**src/rtl/bhdc_pkg.sv**
```systemverilog
package bhdc_pkg;

  // ----------------------------------------
  // timing
  // ----------------------------------------
  localparam int CLK_NS = 100;
  localparam int DT_NS = 20;
  localparam int DT_RAW = (DT_NS + CLK_NS - 1) / CLK_NS;
  localparam logic [2:0] DT_CYC = 3'(DT_RAW < 1 ? 1 : DT_RAW);

  // ----------------------------------------
  // protection counts
  // ----------------------------------------
  localparam int OC_COUNT = 16;
  localparam int HIC_CYCLES = 512;
  localparam int CLEAN_RUN = 4;
  localparam logic [4:0] OC_EVENTS = 5'(OC_COUNT);
  localparam logic [4:0] OC_ARM = 5'(OC_COUNT - 1);
  localparam logic [9:0] HIC_LAST = 10'(HIC_CYCLES - 1);
  localparam logic [2:0] CLEAN_LAST = 3'(CLEAN_RUN - 1);

  // ----------------------------------------
  // register map
  // ----------------------------------------
  localparam logic [3:0] ADDR_CTRL = 4'h0;
  localparam logic [3:0] ADDR_STATUS = 4'h4;
  localparam logic [3:0] ADDR_IRQ_STAT = 4'h8;
  localparam logic [3:0] ADDR_IRQ_MASK = 4'hc;
  localparam logic [1:0] CTRL_RESET = 2'h3;
  localparam logic [1:0] RESP_OKAY = 2'h0;
  localparam logic [1:0] RESP_SLVERR = 2'h2;

  // ----------------------------------------
  // types
  // ----------------------------------------
  typedef enum logic [1:0] {
    SP_5V0 = 2'h0,
    SP_3V3 = 2'h1,
    SP_ADJ = 2'h2
  } bhdc_sp_t;

  typedef enum logic [2:0] {
    G_OFF = 3'h0,
    G_HWAIT = 3'h1,
    G_HON = 3'h3,
    G_LWAIT = 3'h2,
    G_LON = 3'h6
  } bhdc_gate_t;

  typedef enum logic [1:0] {
    T_IDLE = 2'h0,
    T_DISCH = 2'h1,
    T_CHARGE = 2'h3
  } bhdc_tmr_t;

  typedef struct packed {
    logic hic_dis;
    bhdc_sp_t sp1;
    bhdc_sp_t sp0;
  } bhdc_strap_t;

  typedef struct packed {
    logic restart;
    logic [1:0] clamp;
    logic [1:0] hiccup;
  } bhdc_evt_t;

  typedef struct packed {
    logic [19:0] pad;
    logic latched;
    bhdc_tmr_t tmr;
    logic [1:0] clamp;
    logic [1:0] hiccup;
    bhdc_strap_t strap;
  } bhdc_status_t;

endpackage

```
**src/rtl/bhdc_ctrl.sv**
```systemverilog
// Overview of operation
// current-limit trip ends the high-side pulse at the next clock edge
// overcurrent asserts the soft-start clamp output for that channel
// clamp enables only after sixteen overcurrent cycles are counted
// restart timer node held discharged while no restart is charging
// 512 limited cycles: soft-start pulled low, gates off, timer charges
// timer threshold: node discharged, soft-start released, restart
// four clean switching cycles clear the hiccup counter
// independent hiccup counters per channel, one shared timer
// last channel to expire restarts the charge; both restart together
// timer node strapped to supply at power-up disables hiccup
// high-side and low-side drives never on together
// low-side on only after high-side off, sensed low, and delay
// high-side on only after low-side sensed low and delay
// board straps mode pin to ground for independent dual outputs
// feedback strap: ground 5 V, supply 3.3 V, divider adjustable
// straps latched at power-up, relatched only after undervoltage
// limit comparator sampled once per switching cycle for counters
//
// Decided for this implementation: the register offsets and the AXI4-Lite interface to the registers.
`timescale 1ns/10ps
`default_nettype none

module bhdc_ctrl (
  input wire logic CLK,
  input wire logic RESETN,
  input wire logic [3:0] S_AXI_AWADDR,
  input wire logic S_AXI_AWVALID,
  output logic S_AXI_AWREADY,
  input wire logic [31:0] S_AXI_WDATA,
  input wire logic [3:0] S_AXI_WSTRB,
  input wire logic S_AXI_WVALID,
  output logic S_AXI_WREADY,
  output logic [1:0] S_AXI_BRESP,
  output logic S_AXI_BVALID,
  input wire logic S_AXI_BREADY,
  input wire logic [3:0] S_AXI_ARADDR,
  input wire logic S_AXI_ARVALID,
  output logic S_AXI_ARREADY,
  output logic [31:0] S_AXI_RDATA,
  output logic [1:0] S_AXI_RRESP,
  output logic S_AXI_RVALID,
  input wire logic S_AXI_RREADY,
  input wire logic CYCLE_START,
  input wire logic [1:0] PWM_CMD,
  input wire logic [1:0] CS_LIMIT,
  input wire logic [1:0] HS_GATE_LOW,
  input wire logic [1:0] LS_GATE_LOW,
  input wire logic RESTART_THRESH,
  input wire logic RESTART_TIED_HIGH,
  input wire logic [1:0] FB_STRAP_GND,
  input wire logic [1:0] FB_STRAP_SUP,
  input wire logic BIAS_UVLO,
  output logic [1:0] HS_DRIVE,
  output logic [1:0] LS_DRIVE,
  output logic [1:0] SS_PULLDOWN,
  output logic [1:0] SS_CLAMP,
  output logic RES_DISCHARGE,
  output logic RES_CHARGE,
  output logic [1:0] CH0_SETPOINT,
  output logic [1:0] CH1_SETPOINT,
  output logic IRQ
);

  // ----------------------------------------
  // functions
  // ----------------------------------------
  function automatic bhdc_pkg::bhdc_sp_t sp_decode(input logic gnd, input logic sup);
    if (gnd) begin
      return bhdc_pkg::SP_5V0;
    end else if (sup) begin
      return bhdc_pkg::SP_3V3;
    end
    return bhdc_pkg::SP_ADJ;
  endfunction

  function automatic bhdc_pkg::bhdc_gate_t gate_nxt(
    input bhdc_pkg::bhdc_gate_t st, input logic en, input logic hs_req,
    input logic hs_low, input logic ls_low, input logic dly_ok);
    bhdc_pkg::bhdc_gate_t nx;
    nx = st;
    case (st)
      bhdc_pkg::G_OFF: begin
        if (en) begin
          nx = hs_req ? bhdc_pkg::G_HWAIT : bhdc_pkg::G_LWAIT;
        end
      end
      bhdc_pkg::G_HWAIT: begin
        if (!en || !hs_req) begin
          nx = bhdc_pkg::G_OFF;
        end else if (ls_low && dly_ok) begin
          nx = bhdc_pkg::G_HON;
        end
      end
      bhdc_pkg::G_HON: begin
        if (!en) begin
          nx = bhdc_pkg::G_OFF;
        end else if (!hs_req) begin
          nx = bhdc_pkg::G_LWAIT;
        end
      end
      bhdc_pkg::G_LWAIT: begin
        if (!en) begin
          nx = bhdc_pkg::G_OFF;
        end else if (hs_req) begin
          nx = bhdc_pkg::G_HWAIT;
        end else if (hs_low && dly_ok) begin
          nx = bhdc_pkg::G_LON;
        end
      end
      bhdc_pkg::G_LON: begin
        if (!en) begin
          nx = bhdc_pkg::G_OFF;
        end else if (hs_req) begin
          nx = bhdc_pkg::G_HWAIT;
        end
      end
      default: begin
        nx = bhdc_pkg::G_OFF;
      end
    endcase
    return nx;
  endfunction

  // ----------------------------------------
  // declarations
  // ----------------------------------------
  bhdc_pkg::bhdc_strap_t strap_q;
  logic latched_q;
  logic [1:0] cl_seen_q, hit, expire, hic_q, hic_d, clamp_q, clamp_d;
  logic [1:0] hs_q, ls_q, en, hs_req;
  logic [4:0] oc_q [2];
  logic [9:0] hic_cnt_q [2];
  logic [2:0] clean_q [2];
  logic [2:0] dly_q [2];
  bhdc_pkg::bhdc_gate_t gst_q [2];
  bhdc_pkg::bhdc_tmr_t tmr_q, tmr_d;
  logic restart, dis_q, chg_q;
  logic [1:0] ctrl_q;
  bhdc_pkg::bhdc_evt_t ev, irq_st_q, irq_st_d, mask_q;
  bhdc_pkg::bhdc_status_t stat;
  logic irq_q;

  // ----------------------------------------
  // straps
  // ----------------------------------------
  // latch once, relatch after undervoltage
  always_ff @(posedge CLK) begin
    if (!RESETN || BIAS_UVLO) begin
      latched_q <= 1'b0;
    end else begin
      latched_q <= 1'b1;
    end
  end

  // per-channel setpoint decode
  always_ff @(posedge CLK) begin
    if (!RESETN) begin
      strap_q <= '0;
    end else if (!latched_q && !BIAS_UVLO) begin
      strap_q.sp0 <= sp_decode(FB_STRAP_GND[0], FB_STRAP_SUP[0]);
      strap_q.sp1 <= sp_decode(FB_STRAP_GND[1], FB_STRAP_SUP[1]);
      // timer node strap disables hiccup
      strap_q.hic_dis <= RESTART_TIED_HIGH;
    end
  end

  // ----------------------------------------
  // overcurrent and hiccup counting
  // ----------------------------------------
  assign hit = cl_seen_q | CS_LIMIT;
  assign restart = (tmr_q == bhdc_pkg::T_CHARGE) && RESTART_THRESH;

  always_comb begin
    for (int c = 0; c < 2; c++) begin
      expire[c] = CYCLE_START && hit[c] && (hic_cnt_q[c] == bhdc_pkg::HIC_LAST)
        && !hic_q[c] && !strap_q.hic_dis;
    end
    // any channel still in hiccup waits for the shared restart
    hic_d = (hic_q & ~{2{restart}}) | expire;
    for (int c = 0; c < 2; c++) begin
      clamp_d[c] = clamp_q[c];
      if (CYCLE_START) begin
        clamp_d[c] = hit[c] && (oc_q[c] >= bhdc_pkg::OC_ARM);
      end
      if (hic_d[c]) begin
        clamp_d[c] = 1'b0;
      end
    end
  end

  // one sample per switching cycle
  always_ff @(posedge CLK) begin
    if (!RESETN) begin
      cl_seen_q <= '0;
      for (int c = 0; c < 2; c++) begin
        oc_q[c] <= '0;
        hic_cnt_q[c] <= '0;
        clean_q[c] <= '0;
      end
    end else begin
      for (int c = 0; c < 2; c++) begin
        if (CYCLE_START) begin
          cl_seen_q[c] <= 1'b0;
        end else if (CS_LIMIT[c]) begin
          cl_seen_q[c] <= 1'b1;
        end
        if (CYCLE_START && hit[c]) begin
          clean_q[c] <= '0;
          // count overcurrent events
          if (oc_q[c] != bhdc_pkg::OC_EVENTS) begin
            oc_q[c] <= oc_q[c] + 5'h1;
          end
          // independent hiccup counter
          if (expire[c] || hic_q[c]) begin
            hic_cnt_q[c] <= '0;
          end else begin
            hic_cnt_q[c] <= hic_cnt_q[c] + 10'h1;
          end
        end else if (CYCLE_START && clean_q[c] == bhdc_pkg::CLEAN_LAST) begin
          // clean run clears counter
          clean_q[c] <= '0;
          hic_cnt_q[c] <= '0;
          oc_q[c] <= '0;
        end else if (CYCLE_START) begin
          clean_q[c] <= clean_q[c] + 3'h1;
        end
      end
    end
  end

  // clamp during overcurrent
  always_ff @(posedge CLK) begin
    if (!RESETN) begin
      clamp_q <= '0;
      hic_q <= '0;
    end else begin
      clamp_q <= clamp_d;
      // hiccup shutdown of channel
      hic_q <= hic_d;
    end
  end

  // ----------------------------------------
  // shared restart timer
  // ----------------------------------------
  always_comb begin
    tmr_d = tmr_q;
    case (tmr_q)
      bhdc_pkg::T_IDLE: tmr_d = bhdc_pkg::T_IDLE;
      bhdc_pkg::T_DISCH: tmr_d = bhdc_pkg::T_CHARGE;
      bhdc_pkg::T_CHARGE: tmr_d = restart ? bhdc_pkg::T_IDLE : bhdc_pkg::T_CHARGE;
      default: tmr_d = bhdc_pkg::T_IDLE;
    endcase
    // last expiry discharges and starts a new charge
    if (|expire) begin
      tmr_d = bhdc_pkg::T_DISCH;
    end
  end

  // discharge whenever not charging
  always_ff @(posedge CLK) begin
    if (!RESETN) begin
      tmr_q <= bhdc_pkg::T_IDLE;
      dis_q <= 1'b1;
      chg_q <= 1'b0;
    end else begin
      tmr_q <= tmr_d;
      // threshold ends charge, node pulled low
      dis_q <= tmr_d != bhdc_pkg::T_CHARGE;
      chg_q <= tmr_d == bhdc_pkg::T_CHARGE;
    end
  end

  // ----------------------------------------
  // adaptive dead-time gate sequencing
  // ----------------------------------------
  always_comb begin
    for (int c = 0; c < 2; c++) begin
      // gates disabled in hiccup
      en[c] = latched_q && ctrl_q[c] && !hic_d[c];
      // trip blocks high side for rest of cycle
      hs_req[c] = PWM_CMD[c] && !CS_LIMIT[c] && !cl_seen_q[c];
    end
  end

  always_ff @(posedge CLK) begin
    if (!RESETN) begin
      hs_q <= '0;
      ls_q <= '0;
      for (int c = 0; c < 2; c++) begin
        gst_q[c] <= bhdc_pkg::G_OFF;
        dly_q[c] <= '0;
      end
    end else begin
      for (int c = 0; c < 2; c++) begin
        // wait for high-side gate low, then delay
        // wait for low-side gate low, then delay
        gst_q[c] <= gate_nxt(gst_q[c], en[c], hs_req[c], HS_GATE_LOW[c],
          LS_GATE_LOW[c], dly_q[c] >= bhdc_pkg::DT_CYC);
        if ((gst_q[c] == bhdc_pkg::G_HWAIT && LS_GATE_LOW[c])
            || (gst_q[c] == bhdc_pkg::G_LWAIT && HS_GATE_LOW[c])) begin
          dly_q[c] <= (dly_q[c] >= bhdc_pkg::DT_CYC) ? dly_q[c] : dly_q[c] + 3'h1;
        end else begin
          dly_q[c] <= '0;
        end
        // one state per drive, never both
        hs_q[c] <= gate_nxt(gst_q[c], en[c], hs_req[c], HS_GATE_LOW[c],
          LS_GATE_LOW[c], dly_q[c] >= bhdc_pkg::DT_CYC) == bhdc_pkg::G_HON;
        ls_q[c] <= gate_nxt(gst_q[c], en[c], hs_req[c], HS_GATE_LOW[c],
          LS_GATE_LOW[c], dly_q[c] >= bhdc_pkg::DT_CYC) == bhdc_pkg::G_LON;
      end
    end
  end

  // ----------------------------------------
  // axi4-lite slave
  // ----------------------------------------
  logic awr_q, wr_q, bv_q, arr_q, rv_q, aw_h_q, w_h_q;
  logic [3:0] aw_a_q;
  logic [31:0] w_d_q, rd_q;
  logic [3:0] w_s_q;
  logic [1:0] br_q, rr_q;
  logic aw_tk, w_tk, ar_tk, aw_now, w_now, do_wr, bv_d, rv_d, rd_clr;
  logic [3:0] wa;
  logic [31:0] wd;
  logic [3:0] ws;

  assign aw_tk = S_AXI_AWVALID && awr_q;
  assign w_tk = S_AXI_WVALID && wr_q;
  assign ar_tk = S_AXI_ARVALID && arr_q;
  assign aw_now = aw_h_q || aw_tk;
  assign w_now = w_h_q || w_tk;
  assign do_wr = aw_now && w_now && !bv_q;
  assign wa = aw_h_q ? aw_a_q : S_AXI_AWADDR;
  assign wd = w_h_q ? w_d_q : S_AXI_WDATA;
  assign ws = w_h_q ? w_s_q : S_AXI_WSTRB;
  assign bv_d = do_wr || (bv_q && !S_AXI_BREADY);
  assign rv_d = ar_tk || (rv_q && !S_AXI_RREADY);
  assign rd_clr = ar_tk && S_AXI_ARADDR == bhdc_pkg::ADDR_IRQ_STAT;

  always_ff @(posedge CLK) begin
    if (!RESETN) begin
      aw_h_q <= 1'b0;
      w_h_q <= 1'b0;
      aw_a_q <= '0;
      w_d_q <= '0;
      w_s_q <= '0;
      awr_q <= 1'b0;
      wr_q <= 1'b0;
      bv_q <= 1'b0;
      br_q <= bhdc_pkg::RESP_OKAY;
    end else begin
      aw_h_q <= aw_now && !do_wr;
      w_h_q <= w_now && !do_wr;
      if (aw_tk) begin
        aw_a_q <= S_AXI_AWADDR;
      end
      if (w_tk) begin
        w_d_q <= S_AXI_WDATA;
        w_s_q <= S_AXI_WSTRB;
      end
      awr_q <= !(aw_now && !do_wr) && !bv_d;
      wr_q <= !(w_now && !do_wr) && !bv_d;
      bv_q <= bv_d;
      if (do_wr) begin
        br_q <= (wa == bhdc_pkg::ADDR_CTRL || wa == bhdc_pkg::ADDR_IRQ_MASK
          || wa == bhdc_pkg::ADDR_STATUS || wa == bhdc_pkg::ADDR_IRQ_STAT)
          ? bhdc_pkg::RESP_OKAY : bhdc_pkg::RESP_SLVERR;
      end
    end
  end

  // control writes steer channel enables and mask
  always_ff @(posedge CLK) begin
    if (!RESETN) begin
      ctrl_q <= bhdc_pkg::CTRL_RESET;
      mask_q <= '0;
    end else if (do_wr && ws[0]) begin
      if (wa == bhdc_pkg::ADDR_CTRL) begin
        ctrl_q <= wd[1:0];
      end
      if (wa == bhdc_pkg::ADDR_IRQ_MASK) begin
        mask_q <= wd[$bits(bhdc_pkg::bhdc_evt_t)-1:0];
      end
    end
  end

  always_comb begin
    stat = '0;
    stat.latched = latched_q;
    stat.tmr = tmr_q;
    stat.clamp = clamp_q;
    stat.hiccup = hic_q;
    stat.strap = strap_q;
    ev.restart = restart;
    ev.clamp = clamp_d & ~clamp_q;
    ev.hiccup = expire;
    // new event wins over read clear
    irq_st_d = (rd_clr ? '0 : irq_st_q) | ev;
  end

  always_ff @(posedge CLK) begin
    if (!RESETN) begin
      arr_q <= 1'b0;
      rv_q <= 1'b0;
      rd_q <= '0;
      rr_q <= bhdc_pkg::RESP_OKAY;
      irq_st_q <= '0;
      irq_q <= 1'b0;
    end else begin
      arr_q <= !rv_d;
      rv_q <= rv_d;
      irq_st_q <= irq_st_d;
      irq_q <= |(irq_st_d & mask_q);
      if (ar_tk) begin
        rr_q <= bhdc_pkg::RESP_OKAY;
        case (S_AXI_ARADDR)
          bhdc_pkg::ADDR_CTRL: rd_q <= 32'(ctrl_q);
          bhdc_pkg::ADDR_STATUS: rd_q <= stat;
          bhdc_pkg::ADDR_IRQ_STAT: rd_q <= 32'(irq_st_q);
          bhdc_pkg::ADDR_IRQ_MASK: rd_q <= 32'(mask_q);
          default: begin
            rd_q <= '0;
            rr_q <= bhdc_pkg::RESP_SLVERR;
          end
        endcase
      end
    end
  end

  // ----------------------------------------
  // outputs
  // ----------------------------------------
  assign S_AXI_AWREADY = awr_q;
  assign S_AXI_WREADY = wr_q;
  assign S_AXI_BVALID = bv_q;
  assign S_AXI_BRESP = br_q;
  assign S_AXI_ARREADY = arr_q;
  assign S_AXI_RVALID = rv_q;
  assign S_AXI_RDATA = rd_q;
  assign S_AXI_RRESP = rr_q;
  assign HS_DRIVE = hs_q;
  assign LS_DRIVE = ls_q;
  assign SS_PULLDOWN = hic_q;
  assign SS_CLAMP = clamp_q;
  assign RES_DISCHARGE = dis_q;
  assign RES_CHARGE = chg_q;
  assign CH0_SETPOINT = strap_q.sp0;
  assign CH1_SETPOINT = strap_q.sp1;
  assign IRQ = irq_q;
endmodule

`default_nettype wire

```
**config.mk**
```make
export PLATFORM = sky130hd
export DESIGN_NAME = bhdc_ctrl
export DESIGN_NICKNAME = d
export VERILOG_FILES = /design/src/rtl/bhdc_pkg.sv /design/src/rtl/bhdc_ctrl.sv
export SDC_FILE = /design/constraint.sdc
export NUM_CORES = 1
export LEC_CHECK = 0
export BUFFER_PORTS_ARGS = -buffer_cell sky130_fd_sc_hd__clkbuf_2
export CAP_MARGIN = 0
export CORE_AREA = 5 5 180 95
export CTS_CLUSTER_DIAMETER = 100
export DETAILED_ROUTE_END_ITERATION = 6
export DIE_AREA = 0 0 185 100
export PLACE_DENSITY = 0.69
export REMOVE_ABC_BUFFERS = 1
export SLEW_MARGIN = 0
export SYNTH_ARGS = -nofsm -noshare
export SYNTH_HDL_FRONTEND = slang
export SYNTH_SLANG_ARGS = --single-unit
```
**constraint.sdc**
```tcl
create_clock -name CLK -period 1.8 [get_ports CLK]
set_input_delay 0.18 -clock CLK [delete_from_list [all_inputs] [get_ports CLK]]
set_output_delay 0.18 -clock CLK [all_outputs]
set_load 0.05 [all_outputs]
```
==> out/metrics.cfg <==
[final_layout]
area_delta_synth_final_pct = 23.9
fin_nets = 743
antenna-diode-count = 0
drive_gt1_frac = 0.275
final_cell_area_um2 = 6490
fin_cells = 869

[min_path]
hp-class = input port to register

[routing]
drt_iter0_drc = 258
wl_per_cell_um = 14.3
dr.pass1.iters = 5
ant_nets = 0
wl_um = 12500
num_vias = 4312
via_per_inst = 4.96
post-route-drc-count = 0

[run_status]
outcome = complete, but fails checks
violations = negative setup slack

[yosys]
ys_ff_latch = 111
synth.distinct_cells = 54
synth_cells = 555
async_reset_ff_frac = 0
yosysTopAreaCell = dfxtp_1
ys_warn_count = 0
yosysTopAreaCellShare = 0.294
syn_avg_cell_area_um2 = 9.44
synthFlopType = dfxtp_1
seq_area_frac_synth = 0.489
synthTopCellsByArea = dfxtp_1, edfxtp_1, nor2_1, buf_4, a21oi_1
syn-cell-area_um2 = 5240
synth_edf_count = 34

[power_and_ir_drop]
peakVddDrop_uv = 426
leakagePower_nw = 2.64
p_sw_w = 0.00161
swShare = 0.289
clock_power_share = 0.370
power_w = 0.00555
p_per_area_nw_per_um2 = 855
power_frac_comb = 0.132
p_seq_frac = 0.498
internal_power_w = 0.00395

[sta]
post-route-period-util = 1.03
fmax_mhz = 540
worstMarginPinSlew_ns = 0.628
layout_min_cycle_time_ns = 1.85
setup_viol = 9
hold_viol = 0
slew_headroom = 0.580
timing_max_transition_violations_final = 0
setup_ws_ns = -0.0511
rsz0062_at_grt = yes
skew_ns = 0.0118

[global_routing]
grt_overflow = 0
grtUsageTotal = 0.134
grt_pass1_vias = 4233
grt_max_degree = 33
grt_pass1_wl_um = 20100
antenna_found_initial = 0

[clocking]
cts_hold_buf = 0
cts_tree = done
clock_path_buffers = 2
h-tree-depth = 3
insertion_delay_ns = 0.36
cts.sinks = 111
clk_pin_slew_ns = 0.08
clock-root-buffer = clkbuf_16
cts_buffers = 9

[floorplan]
fp.dieH_um = 100
initial_core_util = 0.344
io_pins = 123
core.rowCount = 32
fp.coreArea_um2 = 15200
die-area_um2 = 18500
die_x_um = 185

[critical_path]
worstPathRequired_ns = 1.92
cp.arrival_ns = 1.97
critPathBufInv = 2
critPathKind = register to register
crit_path_cell_trace = ha_2 > nand4_1 > nor4_4 > a21oi_4 > buf_6 > nand2_4 > buf_6 > nor2_2
crit_cells = 8
crit_top_cell = buf_6
r2r-start = hic_cnt_q[1][0]
ff2ff_setup_slack_ns = -0.05
cp_slowest_stage_delay_ns = 0.40
critPathCapture = hic_cnt_q[1][5]
path_delay_family = simple AND/OR/NAND/NOR gates
cp_slowest_cell = nor4_4
r2r_cells = 8
critPathCaptureType = register
worstPathMaxFanout = 5
r2r_end = hic_cnt_q[1][5]
cp-start-kind = register
crit_start = hic_cnt_q[1][0]

[placed_design]
hpwl_um = 9310
place_ws_ns = -0.111
gp_congestion = 0.808
place_area_um2 = 5990
placed_cells = 850
port_buffers = 70

[flow_run]
cap_viol_max_count = 0

[layout by cell type (no fill, tap or decap), types with 4 or more instances in the layout]
master | Yosys | layout
a21oi_1 | 40 | 40
a22o_1 | 4 | 4
a22oi_1 | 16 | 16
and2_1 | 4 | 4
and3_1 | 7 | 6
buf_4 | 30 | 48
buf_6 | 1 | 5
clkbuf_16 | 0 | 9
clkbuf_2 | 1 | 70
conb_1 | 1 | 22
dfxtp_1 | 77 | 77
edfxtp_1 | 34 | 34
ha_1 | 16 | 14
inv_1 | 20 | 20
mux2_2 | 8 | 8
mux2i_1 | 8 | 8
nand2_1 | 38 | 37
nand2b_1 | 5 | 5
nand3_1 | 27 | 24
nand3b_1 | 4 | 4
nand4_1 | 10 | 10
nor2_1 | 84 | 75
nor2_2 | 0 | 8
nor2b_1 | 7 | 7
nor3_1 | 15 | 13
o21a_1 | 4 | 4
o21ai_0 | 12 | 10
xnor2_1 | 11 | 11
xor2_1 | 8 | 8
[power by group through the flow]
| stage | Sequential, W | Clock [W] | Combinational, W |
|---|---|---|---|
| finish | 0.00277 | 0.00206 | 0.000731 |
| global route | 0.00278 | 0.00224 | 0.000798 |
| CTS | 0.00276 | 0.00212 | 0.000700 |
| detailed placement | 0.00282 | 0 | 0.000684 |
| global placement | 0.00281 | 0 | 0.000671 |
| floorplan | 0.00287 | 0 | 0.000363 |
[cell type report]
type / count / area (um^2)
multi-input cells: 395 / 2520
clock inverters: 7 / 86.3
clock buffers: 9 / 225
flip-flops and latches: 111 / 2560
well taps: 204 / 255
inverters: 20 / 75.1
fillers: 1485 / 8720
repair buffers: 123 / 767
[worst reg2reg max path, delay by kind of cell (launching register included)]
kind / cells / cell delay, ns
AO/OA/AOI/OAI: 1 / 0.11
AND/OR/NAND/NOR: 4 / 0.66
flip-flops: 1 / 0.38
adder cells (fa/ha/maj): 1 / 0.20
buffers and inverters: 2 / 0.27
[Yosys cell counts, types with 5 or more instances]
master and instances:
buf_4 30, a22oi_1 16, inv_1 20, nor2b_1 7
nand3_1 27, dfxtp_1 77, nor2_1 84, nand2b_1 5
a21oi_1 40, nand4_1 10, ha_1 16, mux2_2 8
xor2_1 8, clkbuf_1 13, nor3_1 15, nand2_1 38
xnor2_1 11, o21ai_0 12, edfxtp_1 34, mux2i_1 8
and3_1 7
[cell families (layout without fill, tap and decap cells)]
logic type / Yosys count / after routing / synth area share
adder cells (fa/ha/maj): 16 / 16 / 0.0382
AO/OA/AOI/OAI: 96 / 96 / 0.116
multiplexers: 18 / 18 / 0.0411
XOR/XNOR: 19 / 19 / 0.0317
flip-flops: 111 / 111 / 0.489
AND/OR/NAND/NOR: 224 / 224 / 0.209
buffers and inverters: 70 / 159 / 0.0740
other: 1 / 22 / 0.000715
[through the flow]
step | utilization | TNS (ns) | hold WS, ns
2_1_floorplan | - | -2.25 | 0.242
3_3_place_gp | 0.394 | -0.124 | 0.429
3_5_place_dp | 0.394 | -0.387 | 0.427
4_1_cts | 0.418 | -0.164 | 0.0430
5_1_grt | 0.427 | -1.42 | 0.0503
6_report | 0.427 | -0.334 | 0.0575
[repair_timing]
action / 4_1_cts / 5_1_grt
cloned: 0 / 0
gates resized for setup: 10 / 34
buffers inserted: 3 / 1
pin swaps: 3 / 13
endpoints found under the setup margin: 15 / 36
[worst min path at each step]
stage / end / from / cells after the start
2_1_floorplan: ctrl_q[0] / RESETN / 1
3_3_place_gp: w_s_q[0] / S_AXI_WSTRB[0] / 3
3_5_place_dp: latched_q / BIAS_UVLO / 2
4_1_cts: latched_q / BIAS_UVLO / 2
5_1_grt: aw_a_q[1] / S_AXI_AWADDR[1] / 3
6_report: latched_q / BIAS_UVLO / 2
[sequential cells by signal, summed over array words and instances (netlist names), 2 cells and up]
signal / flops
gst_q: 6
CH0_SETPOINT: 2
cl_seen_q: 2
SS_PULLDOWN: 2
ctrl_q: 2
SS_CLAMP: 2
dly_q: 6
clean_q: 6
HS_DRIVE: 2
oc_q: 10
mask_q: 5
tmr_q: 2
S_AXI_RDATA: 12
irq_st_q: 5
w_d_q: 5
LS_DRIVE: 2
aw_a_q: 4
CH1_SETPOINT: 2
hic_cnt_q: 20
[layer usage]
layer / vias up / part of all wire / routed length [um] / track usage
met4: 0 / 0.022 / 270 / 0.0502
met5: - / 0 / 0 / 0
met1: 2038 / 0.47 / 5840 / 0.175
met2: 129 / 0.45 / 5650 / 0.218
met3: 21 / 0.057 / 709 / 0.0301
li1: 2124 / - / - / -
No activity file was read; power rests on OpenSTA's default activity.
